[src/core/capsync_pkg.sv]
// Purpose: shared constants and types for the capture sync/trigger selector
// Assumes: Avalon-MM slave with 32-bit data, byte addresses
// Notes: register offsets are byte addresses, one aligned word each
package capsync_pkg;

  // ************************************************************
  // bus and register map
  // ************************************************************
  localparam int ADDR_W = 4;
  localparam logic [ADDR_W-1:0] OFS_CTL2 = 4'h0;
  localparam logic [ADDR_W-1:0] OFS_IRQ_STATUS = 4'h4;
  localparam logic [ADDR_W-1:0] OFS_IRQ_MASK = 4'h8;
  localparam logic [ADDR_W-1:0] OFS_TIMER = 4'hc;

  // ************************************************************
  // capture_control_two field layout and reset
  // ************************************************************
  localparam int SEL_LSB = 0;
  localparam int SEL_W = 5;
  localparam int TRIG_STAT_BIT = 6;
  localparam int TRIG_MODE_BIT = 7;
  localparam int CASCADE_BIT = 8;
  localparam int PAIR_ACTIVE_BIT = 9;
  localparam logic [15:0] CTL2_RESET = 16'h0000;
  localparam logic [15:0] CTL2_WMASK = 16'h01df;

  // ************************************************************
  // interrupt status / mask layout
  // ************************************************************
  localparam int IRQ_W = 3;
  localparam int IRQ_SRC_EVT = 0;
  localparam int IRQ_ROLLOVER = 1;
  localparam int IRQ_TRIG_SET = 2;
  localparam logic [IRQ_W-1:0] IRQ_RESET = 3'h0;

  // ************************************************************
  // timer
  // ************************************************************
  localparam int TMR_W = 16;
  localparam logic [TMR_W-1:0] TMR_RESET = 16'h0000;
  localparam logic [TMR_W-1:0] TMR_MAX = 16'hffff;

  // ************************************************************
  // source select codes
  // ************************************************************
  localparam logic [SEL_W-1:0] SEL_OCMP1 = 5'h01;
  localparam logic [SEL_W-1:0] SEL_CAPTMR1 = 5'h05;
  localparam logic [SEL_W-1:0] SEL_GPTMR1 = 5'h0b;
  localparam logic [SEL_W-1:0] SEL_CAPIRQ1 = 5'h10;
  localparam logic [SEL_W-1:0] SEL_CMP4 = 5'h16;
  localparam logic [SEL_W-1:0] SEL_CMP5 = 5'h17;
  localparam logic [SEL_W-1:0] SEL_CMP1 = 5'h18;
  localparam logic [SEL_W-1:0] SEL_CMP2 = 5'h19;
  localparam logic [SEL_W-1:0] SEL_CMP3 = 5'h1a;
  localparam logic [SEL_W-1:0] SEL_CONV = 5'h1b;

  // ************************************************************
  // carriers
  // ************************************************************
  typedef struct packed {
    logic [3:0] out_cmp;      // output compare 1..4
    logic [3:0] cap_roll;     // capture timer 1..4 rollover
    logic [4:0] gp_timer;     // general timer 1..5
    logic [3:0] cap_irq;      // capture interrupt 1..4
    logic [4:0] comparator;   // analog comparator 1..5
    logic conv_irq;           // converter interrupt
  } src_events_s;

  typedef enum logic [1:0] {
    TS_IDLE,
    TS_ARMED,
    TS_RUNNING
  } tmr_state_e;

endpackage

[src/core/capture_sync_trigger_select.sv]
// Purpose: capture channel timer with selectable sync/trigger source
// Assumes: all event inputs synchronous to mclk, one-cycle pulses
// Notes: registers reached over Avalon-MM, one wait state per access
//
// Implementation choices: the Avalon-MM interface to the registers and the register offsets.
`timescale 1ns/100ps

module capture_sync_trigger_select
  import capsync_pkg::*;
(
  // clock and reset
  input wire logic mclk,
  input wire logic rst,
  // avalon-mm slave
  input wire logic [ADDR_W-1:0] address,
  input wire logic read,
  input wire logic write,
  input wire logic [31:0] writedata,
  input wire logic [3:0] byteenable,
  output logic [31:0] readdata,
  output logic waitrequest,
  // event sources
  input wire src_events_s src_events,
  // partner channel of the cascade pair
  input wire logic partner_cascade_en,
  // channel outputs
  output logic [TMR_W-1:0] capture_timer,
  output logic timer_rollover,
  output logic sync_event,
  output logic cascade_active,
  output logic cascade_pair_enable,
  output logic irq
);

  // ************************************************************
  // state
  // ************************************************************
  logic [15:0] ctl2_ff;
  logic [IRQ_W-1:0] irq_status_ff;
  logic [IRQ_W-1:0] irq_mask_ff;
  logic [TMR_W-1:0] timer_ff;
  logic rollover_ff;
  logic src_evt_ff;
  logic waitreq_ff;
  logic [31:0] rdata_ff;
  logic irq_ff;
  logic pair_ff;
  tmr_state_e state_ff;
  tmr_state_e nxt_state;

  logic src_evt_raw;
  logic req;
  logic wr_take;
  logic rd_take;
  logic [15:0] wdata16;
  logic [15:0] lane_mask;
  logic trig_mode;
  logic trig_stat;
  logic [IRQ_W-1:0] irq_events;
  logic [31:0] nxt_rdata;
  logic [SEL_W-1:0] sel_code;
  logic sel_rsv;

  assign req = read | write;
  assign sel_code = ctl2_ff[SEL_LSB +: SEL_W];
  // reserved selects never fire, so they must not hold the timer either
  assign sel_rsv = (sel_code inside {5'h00, 5'h09, 5'h0a, 5'h14, 5'h15}) ||
                   (sel_code > SEL_CONV);
  assign trig_mode = ctl2_ff[TRIG_MODE_BIT] & ~sel_rsv;
  assign trig_stat = ctl2_ff[TRIG_STAT_BIT];
  assign wdata16 = writedata[15:0];
  assign lane_mask = {{8{byteenable[1]}}, {8{byteenable[0]}}};

  // ************************************************************
  // source selection
  // ************************************************************
  sync_source_mux u_mux (
    .sel(ctl2_ff[SEL_LSB +: SEL_W]),
    .src(src_events),
    .evt(src_evt_raw)
  );

  // one register stage: a selected source event in cycle n acts in cycle n+1
  always_ff @(posedge mclk or posedge rst) begin
    if (rst) begin
      src_evt_ff <= 1'b0;
    end else begin
      src_evt_ff <= src_evt_raw;
    end
  end

  // ************************************************************
  // avalon-mm handshake
  // ************************************************************
  // waitrequest rests high; drops for one cycle once a request is seen
  always_ff @(posedge mclk or posedge rst) begin
    if (rst) begin
      waitreq_ff <= 1'b1;
    end else begin
      waitreq_ff <= ~(req & waitreq_ff);
    end
  end

  assign wr_take = write & ~waitreq_ff;
  assign rd_take = read & waitreq_ff;

  always_comb begin
    nxt_rdata = 32'h0000_0000;
    unique case (address)
      OFS_CTL2: nxt_rdata[15:0] = ctl2_ff;
      OFS_IRQ_STATUS: nxt_rdata[IRQ_W-1:0] = irq_status_ff;
      OFS_IRQ_MASK: nxt_rdata[IRQ_W-1:0] = irq_mask_ff;
      OFS_TIMER: nxt_rdata[TMR_W-1:0] = timer_ff;
      default: nxt_rdata = 32'h0000_0000;
    endcase
  end

  // data loaded one edge early so it stands when waitrequest is low
  always_ff @(posedge mclk or posedge rst) begin
    if (rst) begin
      rdata_ff <= 32'h0000_0000;
    end else if (rd_take) begin
      rdata_ff <= nxt_rdata;
    end
  end

  // ************************************************************
  // capture_control_two
  // ************************************************************
  always_ff @(posedge mclk or posedge rst) begin
    if (rst) begin
      ctl2_ff <= CTL2_RESET;
    end else begin
      if (wr_take && address == OFS_CTL2) begin
        ctl2_ff <= (ctl2_ff & ~(CTL2_WMASK & lane_mask)) |
                   (wdata16 & CTL2_WMASK & lane_mask);
      end
      ctl2_ff[PAIR_ACTIVE_BIT] <= pair_ff;
      // event set wins over a software clear in the same cycle
      if (src_evt_ff && ctl2_ff[TRIG_MODE_BIT]) begin
        ctl2_ff[TRIG_STAT_BIT] <= 1'b1;
      end
    end
  end

  // ************************************************************
  // cascade pair
  // ************************************************************
  // only the odd and even enables together form the 32-bit pair
  always_ff @(posedge mclk or posedge rst) begin
    if (rst) begin
      pair_ff <= 1'b0;
    end else begin
      pair_ff <= ctl2_ff[CASCADE_BIT] & partner_cascade_en;
    end
  end

  // ************************************************************
  // timer control
  // ************************************************************
  // trigger mode holds the timer until the trigger status is set;
  // sync mode (and reserved selects) let it run free
  always_comb begin
    nxt_state = state_ff;
    unique case (state_ff)
      TS_IDLE: nxt_state = trig_mode ? TS_ARMED : TS_RUNNING;
      TS_ARMED: begin
        if (!trig_mode) begin
          nxt_state = TS_RUNNING;
        end else if (trig_stat) begin
          nxt_state = TS_RUNNING;
        end
      end
      TS_RUNNING: begin
        if (trig_mode && !trig_stat) begin
          nxt_state = TS_ARMED;
        end
      end
    endcase
  end

  always_ff @(posedge mclk or posedge rst) begin
    if (rst) begin
      state_ff <= TS_IDLE;
    end else begin
      state_ff <= nxt_state;
    end
  end

  always_ff @(posedge mclk or posedge rst) begin
    if (rst) begin
      timer_ff <= TMR_RESET;
    end else if (!trig_mode && src_evt_ff) begin
      timer_ff <= TMR_RESET; // sync restarts the count
    end else if (trig_mode && src_evt_ff && !trig_stat) begin
      timer_ff <= TMR_RESET; // trigger starts from zero
    end else if (state_ff == TS_RUNNING) begin
      timer_ff <= timer_ff + 16'h0001; // free run unless an event restarts the count
    end else if (state_ff == TS_ARMED) begin
      timer_ff <= TMR_RESET;
    end
  end

  always_ff @(posedge mclk or posedge rst) begin
    if (rst) begin
      rollover_ff <= 1'b0;
    end else begin
      rollover_ff <= (state_ff == TS_RUNNING) && (timer_ff == TMR_MAX) &&
                     !src_evt_ff;
    end
  end

  // ************************************************************
  // interrupts
  // ************************************************************
  always_comb begin
    irq_events = '0;
    irq_events[IRQ_SRC_EVT] = src_evt_ff;
    irq_events[IRQ_ROLLOVER] = rollover_ff;
    irq_events[IRQ_TRIG_SET] = src_evt_ff & trig_mode & ~trig_stat;
  end

  // write one to clear; a same-cycle event keeps its bit
  always_ff @(posedge mclk or posedge rst) begin
    if (rst) begin
      irq_status_ff <= IRQ_RESET;
    end else if (wr_take && address == OFS_IRQ_STATUS && byteenable[0]) begin
      irq_status_ff <= (irq_status_ff & ~writedata[IRQ_W-1:0]) | irq_events;
    end else begin
      irq_status_ff <= irq_status_ff | irq_events;
    end
  end

  always_ff @(posedge mclk or posedge rst) begin
    if (rst) begin
      irq_mask_ff <= IRQ_RESET;
    end else if (wr_take && address == OFS_IRQ_MASK && byteenable[0]) begin
      irq_mask_ff <= writedata[IRQ_W-1:0];
    end
  end

  always_ff @(posedge mclk or posedge rst) begin
    if (rst) begin
      irq_ff <= 1'b0;
    end else begin
      irq_ff <= |(irq_status_ff & irq_mask_ff);
    end
  end

  // ************************************************************
  // outputs
  // ************************************************************
  assign readdata = rdata_ff;
  assign waitrequest = waitreq_ff;
  assign capture_timer = timer_ff;
  assign timer_rollover = rollover_ff;
  assign sync_event = src_evt_ff;
  assign cascade_active = pair_ff;
  assign cascade_pair_enable = ctl2_ff[CASCADE_BIT];
  assign irq = irq_ff;

endmodule

[src/core/sync_source_mux.sv]
// Purpose: picks one event source by the 5-bit select code
// Assumes: every source is a one-cycle pulse on mclk
// Notes: purely combinational; the caller registers the result
`timescale 1ns/100ps
module sync_source_mux
  import capsync_pkg::*;
(
  // select and sources
  input wire logic [SEL_W-1:0] sel,
  input wire src_events_s src,
  // chosen event
  output logic evt
);

  logic [SEL_W-1:0] k;

  always_comb begin
    evt = 1'b0;
    k = 5'h00;
    // ascending groups: base code plus channel number; comparators and converter each by their own code
    if (sel >= SEL_OCMP1 && sel < SEL_CAPTMR1) begin
      k = sel - SEL_OCMP1;
      evt = src.out_cmp[k[1:0]];
    end else if (sel >= SEL_CAPTMR1 && sel <= 5'h08) begin
      k = sel - SEL_CAPTMR1;
      evt = src.cap_roll[k[1:0]];
    end else if (sel >= SEL_GPTMR1 && sel < SEL_CAPIRQ1) begin
      k = sel - SEL_GPTMR1;
      evt = src.gp_timer[k[2:0]];
    end else if (sel >= SEL_CAPIRQ1 && sel <= 5'h13) begin
      k = sel - SEL_CAPIRQ1;
      evt = src.cap_irq[k[1:0]];
    end else if (sel == SEL_CMP1) begin
      evt = src.comparator[0];
    end else if (sel == SEL_CMP2) begin
      evt = src.comparator[1];
    end else if (sel == SEL_CMP3) begin
      evt = src.comparator[2];
    end else if (sel == SEL_CMP4) begin
      evt = src.comparator[3];
    end else if (sel == SEL_CMP5) begin
      evt = src.comparator[4];
    end else if (sel == SEL_CONV) begin
      evt = src.conv_irq;
    end else begin
      evt = 1'b0; // reserved codes stay silent
    end
  end

endmodule

[config.mk]
export PLATFORM = sky130hd
export DESIGN_NAME = capture_sync_trigger_select
export DESIGN_NICKNAME = d
export VERILOG_FILES = /design/src/core/capsync_pkg.sv /design/src/core/capture_sync_trigger_select.sv /design/src/core/sync_source_mux.sv
export SDC_FILE = /design/constraint.sdc
export NUM_CORES = 1
export LEC_CHECK = 0
export BUFFER_PORTS_ARGS = -buffer_cell sky130_fd_sc_hd__buf_2
export CAP_MARGIN = 5
export CORE_MARGIN = 1
export CORE_UTILIZATION = 49
export CTS_BUF_LIST = sky130_fd_sc_hd__clkbuf_16
export DETAILED_ROUTE_END_ITERATION = 10
export PLACE_DENSITY = 0.8
export RECOVER_POWER = 25
export SYNTH_ARGS = -nofsm -noshare
export SYNTH_HDL_FRONTEND = slang
export SYNTH_SLANG_ARGS = --single-unit
[constraint.sdc]
create_clock -name mclk -period 2.4 [get_ports mclk]
set_clock_uncertainty 0.1 [all_clocks]
set_input_delay 0.12 -clock mclk [delete_from_list [all_inputs] [get_ports mclk]]
set_output_delay 0.12 -clock mclk [all_outputs]
set_load 0.02 [all_outputs]
==> results of run 1 <==
per-stage QoR:
stage | total power [mW] | cells | hold slack, ns | util | cell area, um^2
floorplan | 1.85 | 347 | 0.0830 | - | 3200
global placement | 2.07 | 474 | 0.191 | 0.583 | 3530
detailed placement | 2.11 | 474 | 0.198 | 0.583 | 3530
CTS | 2.95 | 492 | 0.00552 | 0.627 | 3800
finish | 2.95 | 492 | 0.0120 | 0.620 | 3760
global route | 3.11 | 492 | 0.0163 | 0.620 | 3760
worst min-delay path by stage:
| stage | startpoint | endpoint | slack [ns] | cells past startpoint |
|---|---|---|---|---|
| 2_1_floorplan | read | waitrequest$_DFF_PP1_ | 0.08 | 1 |
| 3_3_place_gp | read | waitrequest$_DFF_PP1_ | 0.19 | 2 |
| 3_5_place_dp | read | waitrequest$_DFF_PP1_ | 0.20 | 2 |
| 4_1_cts | writedata[2] | flip-flop | 0.006 | 2 |
| 5_1_grt | writedata[2] | flip-flop | 0.02 | 2 |
| 6_report | writedata[0] | flip-flop | 0.01 | 3 |
report_power, final:
group / internal (mW) / switching (mW)
Combinational: 0.379 / 0.612
Sequential: 1.00 / 0.133
Clock: 0.492 / 0.331
synthesized netlist by cell type (3+ instances only):
library cell	instances	area (um^2)
a21o_1	4	30.0
o211ai_1	6	45.0
ha_1	7	87.6
nand4_1	6	37.5
nor2b_1	4	25.0
clkbuf_1	10	37.5
mux4_1	4	105
o21a_1	3	22.5
nand3_1	10	50.1
buf_4	17	128
mux4_2	3	67.6
nor3_1	7	35.0
nor2_1	24	90.1
nand2b_1	3	18.8
a21oi_1	19	95.1
a22oi_1	7	52.6
o21ai_0	28	140
a22o_1	3	26.3
dfrtp_1	53	1330
or3_1	4	25.0
nand2_1	48	180
buf_2	3	15.0
mux2_2	7	78.8
a31oi_1	8	50.1
inv_1	8	30.0
cells by family after synthesis:
| kind of cell | share of synthesized area |
|---|---|
| DFF | 0.431 |
| muxes | 0.0801 |
| and+or+nand+nor | 0.197 |
| AOI/OAI and AO/OA | 0.186 |
| xor gates and xnor gates | 0.00279 |
| buffers and inverters | 0.0745 |
| other | 0.00119 |
| adders and majority gates | 0.0279 |
final cells by class:
type / count / share of cell area
clock buffer: 5 / 0.0333
clock inverter: 3 / 0.0120
inverter: 9 / 0.00899
multi-input combinational: 251 / 0.428
sequential: 54 / 0.360
tap: 75 / 0.0250
timing repair buffer: 95 / 0.132
cell usage in the layout (no fill, tap or decap), types with 2 or more instances in the layout:
master         synthesis  routed
nand4_1                6       6
a31oi_1                8       8
buf_4                 17       5
o21a_1                 3       3
mux4_1                 4       4
a21oi_1               19      19
or3_1                  4       4
a22oi_1                7       7
o21ai_0               28      28
a22o_1                 3       3
ha_1                   7       7
dlygate4sd3_1          0      10
o211ai_1               6       6
dfrtp_1               53      53
nor2_1                24      24
mux4_2                 3       3
nand3_1               10      10
conb_1                 1      16
clkinvlp_4             0       2
nor4_1                 2       2
nand2_1               48      48
and3b_1                2       2
clkbuf_16              0       5
clkbuf_1              10      32
and2_1                 2       2
mux2_2                 7       7
o311a_1                2       2
nor3_1                 7       7
inv_1                  8       7
and3_1                 2       2
a21o_1                 4       4
nand2b_1               3       3
buf_2                  3      47
nor2b_1                4       4
worst max-delay path, stage by stage (launching register included):
cell,delay [ns]
dfrtp_1,0.52
inv_1,0.14
ha_1,0.28
o21a_1,0.21
o221ai_1,0.16
o311a_2,0.31
a21boi_2,0.07
buf_4,0.20
a21oi_1,0.14
layer usage:
layer,share of wire,GRT usage,up-vias
met5,0,0,-
met3,0.061,0.0389,16
met2,0.50,0.403,114
met4,0.022,0.0912,0
li1,-,-,1339
met1,0.42,0.301,1363
==> flow_metrics.tcl, run 1 <==
set metrics [dict create \
    fp.coreArea_um2 6060 \
    ff2ff_path_depth 8 \
    multi_input_area_um2 1610 \
    powerDensity_nw_per_um2 784 \
    worst_setup_path_start_kind "flip-flop" \
    r2r_slack_ns 0.18 \
    rows 28 \
    required_ns 2.51 \
    fin_nets 491 \
    worstSkewPairLatency_ns 0.29 \
    drt_iter0_drc 147 \
    timing.final.crit_period_ns 2.22 \
    fill_cells 530 \
    worst_pin_slew_ns 1.30 \
    synth_edf_count 0 \
    synth_cell_types 56 \
    path_max_fanout 16 \
    cts_buffers 5 \
    endpoint_kind "flip-flop" \
    grt_pass1_wl_mm 12.1 \
    grt_max_degree 55 \
    dp_hpwl_mm 5.37 \
    yosys_register_bits 54 \
    synth_seq_area_share 0.431 \
    start_util 0.518 \
    die_w_um 82.1 \
    clock_sinks 54 \
    synth_warnings 0 \
    setup_tns_ns 0 \
    maxSlewViolCount 0 \
    cts_hold_buf 10 \
    fin_crit_sh 0.925 \
    htree_levels 2 \
    preCtsSetupSlack_ns 0.223 \
    status "finished, final reports clean" \
    antenna_found_initial 0 \
    ant_nets 0 \
    leakage_nw 1.67 \
    maxCapViolCount 0 \
    hp-class "input pin to flip-flop" \
    post_cts_resized 0 \
    first_pass_iters 4 \
    overflow 0 \
    worst_ir_drop_vdd_mv 0.496 \
    hold_viol 0 \
    synthArstFlopShare 1.00 \
    clk_path_buf_depth 2 \
    synthCells 332 \
    diodes 0 \
    synth_area_um2 3140 \
    ioPinCount 122 \
    register_area_um2 1350 \
    cts_root_buf "clkbuf_16" \
    slew_headroom 0.134 \
    cp-endpoint "capture_timer[6]$_DFFE_PP0P_" \
    drt_wl_total_mm 7.67 \
    globalplace.congestion 0.872 \
    post_cts_buffers 0 \
    crit-reg2reg-capture "capture_timer[6]$_DFFE_PP0P_" \
    area_delta_synth_final_pct 19.7 \
    setup_violations 0 \
    clkTransAtPathRegs_ns 0.07 \
    timing.fmax_mhz 451 \
    cts_tree "built" \
    rsz0062_at_grt "false" \
    crit_arrival_ns 2.33 \
    die-height_um 82.1 \
    syn_avg_cell_area_um2 9.46 \
    drt-wirelength-per-cell_um 15.6 \
    drc 0 \
    setup_ws_ns 0.181 \
    dieArea_um2 6730 \
    grt.total_usage 0.238 \
    numPortBuffers 79 \
    first_global_vias 2609 \
    drive_above_1_share 0.197 \
    num_vias 2832 \
    viasPerCell 5.76 \
    synth_flop_cell "dfrtp_1" \
    critPathKind "flip-flop to flip-flop" \
]
Note: power is estimated with default switching activity, not from simulation.
==> run 2, diff against run 1 <==
==> constraint.sdc (replaced) <==
create_clock -name mclk -period 2.4 [get_ports mclk]
set_clock_uncertainty 0.1 [all_clocks]
set_input_delay 0.24 -clock mclk [delete_from_list [all_inputs] [get_ports mclk]]
set_output_delay 0.24 -clock mclk [all_outputs]
set_load 0.02 [all_outputs]
==> run 2 against run 1 <==
  * First-iteration DRC count rose by 67%
  * Sequential cell count unchanged
  * Clock power fell by 3.5%
  * Count of clock-buffer cells in the layout did not move
  * Highest routed layer unchanged
  * Cell count decreased by 1.8%
  * Wire length shrank 3.3%
  * Die area unchanged
==> flow_metrics.tcl, run 2 (same netlist as run 1, synthesis figures left out) <==
set metrics [dict create \
    status "finished, final reports clean" \
    globalplace.congestion 0.877 \
    cts_buffers 5 \
    endpoint_kind "flip-flop" \
    crit_arrival_ns 2.41 \
    hold_ws_ns 0.0150 \
    critPathKind "flip-flop to flip-flop" \
    clock_sinks 54 \
    crit_slowest_cell "dfrtp_1" \
    final_common_cell "buf_2" \
    first_global_vias 2688 \
    powerDensity_nw_per_um2 782 \
    cts_root_buf "clkbuf_16" \
    area_delta_synth_final_pct 18.1 \
    drt_iter0_drc 246 \
    crit_buf_inv 2 \
    drt_wl_total_mm 7.42 \
    setup_ws_ns 0.107 \
    ant_nets 0 \
    dp_hpwl_mm 5.40 \
    grt_busiest_layer "met2" \
    slowest_delay_ns 0.48 \
    crit-reg2reg-capture "capture_timer[15]$_DFFE_PP0P_" \
    rows 28 \
    grt.met3_usage 0.0544 \
    hp-start "write" \
    grt_pass1_wl_mm 12.1 \
    antenna_found_initial 0 \
    first_pass_iters 5 \
    hold_end "waitrequest$_DFF_PP1_" \
    path_max_fanout 16 \
    worst_setup_path_start_kind "flip-flop" \
    slew_headroom 0.377 \
    cp_top_family "compound AO/OA/AOI/OAI gates" \
    fp.coreArea_um2 6060 \
    final_cell_mix "69 x buf_2, 53 x dfrtp_1, 48 x nand2_1, 28 x o21ai_0, 24 x nor2_1" \
    drt-wirelength-per-cell_um 15.4 \
    fill_cells 514 \
    ioPinCount 122 \
    grt_max_degree 32 \
    num_vias 2809 \
    numPortBuffers 79 \
    leakage_nw 1.74 \
    rsz0062_at_grt "false" \
    maxCapViolCount 0 \
    die-height_um 82.1 \
    ff2ff_path_depth 8 \
    worst_ir_drop_vdd_mv 0.437 \
    post_cts_buffers 0 \
    drive_above_1_share 0.248 \
    multi_input_area_um2 1610 \
    path_cells "inv_1, ha_1, o21a_1, o221ai_1, o311a_2, a21boi_2, buf_4, a31oi_1" \
    hold_depth 2 \
    timing.final.crit_period_ns 2.29 \
    worstSkewPairLatency_ns 0.29 \
    setup_tns_ns 0 \
    diodes 0 \
    overflow 0 \
    drc 0 \
    grt.total_usage 0.237 \
    grtUsageMet1 0.304 \
    setup_violations 0 \
    hold_viol 0 \
    gr-usage-met2 0.388 \
    timing.fmax_mhz 436 \
    die_w_um 82.1 \
    clkTransAtPathRegs_ns 0.07 \
    r2r_slack_ns 0.11 \
    p_total_mw 2.90 \
    fin_nets 483 \
    fin_crit_sh 0.955 \
    clk_path_buf_depth 2 \
    worst_pin_slew_ns 0.934 \
    required_ns 2.51 \
    hp-class "input pin to flip-flop" \
    viasPerCell 5.82 \
    dieArea_um2 6730 \
    start_util 0.518 \
    register_area_um2 1350 \
    preCtsSetupSlack_ns 0.189 \
    htree_levels 2 \
    cts_tree "built" \
    maxSlewViolCount 0 \
]
[run 2: area by class of cell]
cell class | instances | share of cell area
Multi-Input combinational cell | 251 | 0.434
Sequential cell | 54 | 0.365
Timing Repair Buffer | 87 | 0.124
Clock buffer | 5 | 0.0337
Tap cell | 75 | 0.0253
Clock inverter | 2 | 0.00911
Inverter | 9 | 0.00911
[run 2: power by group]
group          total (mW)  switching (mW)  internal [mW]  leakage [nW]
combinational       0.980           0.603          0.377         0.945
clock               0.794           0.311          0.483        0.0773
sequential           1.13           0.128           1.00         0.718
total                2.90            1.04           1.86          1.74
[run 2: worst reg2reg max path, stage by stage, from the launching register on]
cell and delay, ns:
dfrtp_1 0.48, inv_1 0.15, ha_1 0.31, o21a_1 0.22, o221ai_1 0.21, o311a_2 0.32, a21boi_2 0.07, buf_4 0.20
a31oi_1 0.15
[run 2: per-layer routing]
metal	part of all wire	wire length, um
met3	0.065	480
met5	0	0
met2	0.49	3610
met4	0.011	80
met1	0.44	3250
[run 2: repair_timing]
action                    CTS  global route
hold buffers                2             0
hold endpoints to repair   23             0
gates resized for setup     0             0
[run 2: worst max-delay path by stage]
stage	cells past startpoint	slack (ns)	start	to
after floorplan	9	0.28	flip-flop	capture_timer[0]$_DFFE_PP0P_
after global placement	8	0.27	flip-flop	capture_timer[11]$_DFFE_PP0P_
after detailed placement	8	0.19	flip-flop	capture_timer[15]$_DFFE_PP0P_
after CTS	8	0.16	flip-flop	capture_timer[15]$_DFFE_PP0P_
final	8	0.11	flip-flop	capture_timer[15]$_DFFE_PP0P_
after global routing	8	0.04	flip-flop	capture_timer[11]$_DFFE_PP0P_
[run 2: through the flow]
step                instance area, um^2  std cells  utilization
floorplan                          3200        347            -
global placement                   3540        474        0.585
detailed placement                 3540        474        0.585
CTS                                3720        483        0.614
global route                       3710        483        0.612
finish                             3710        483        0.612
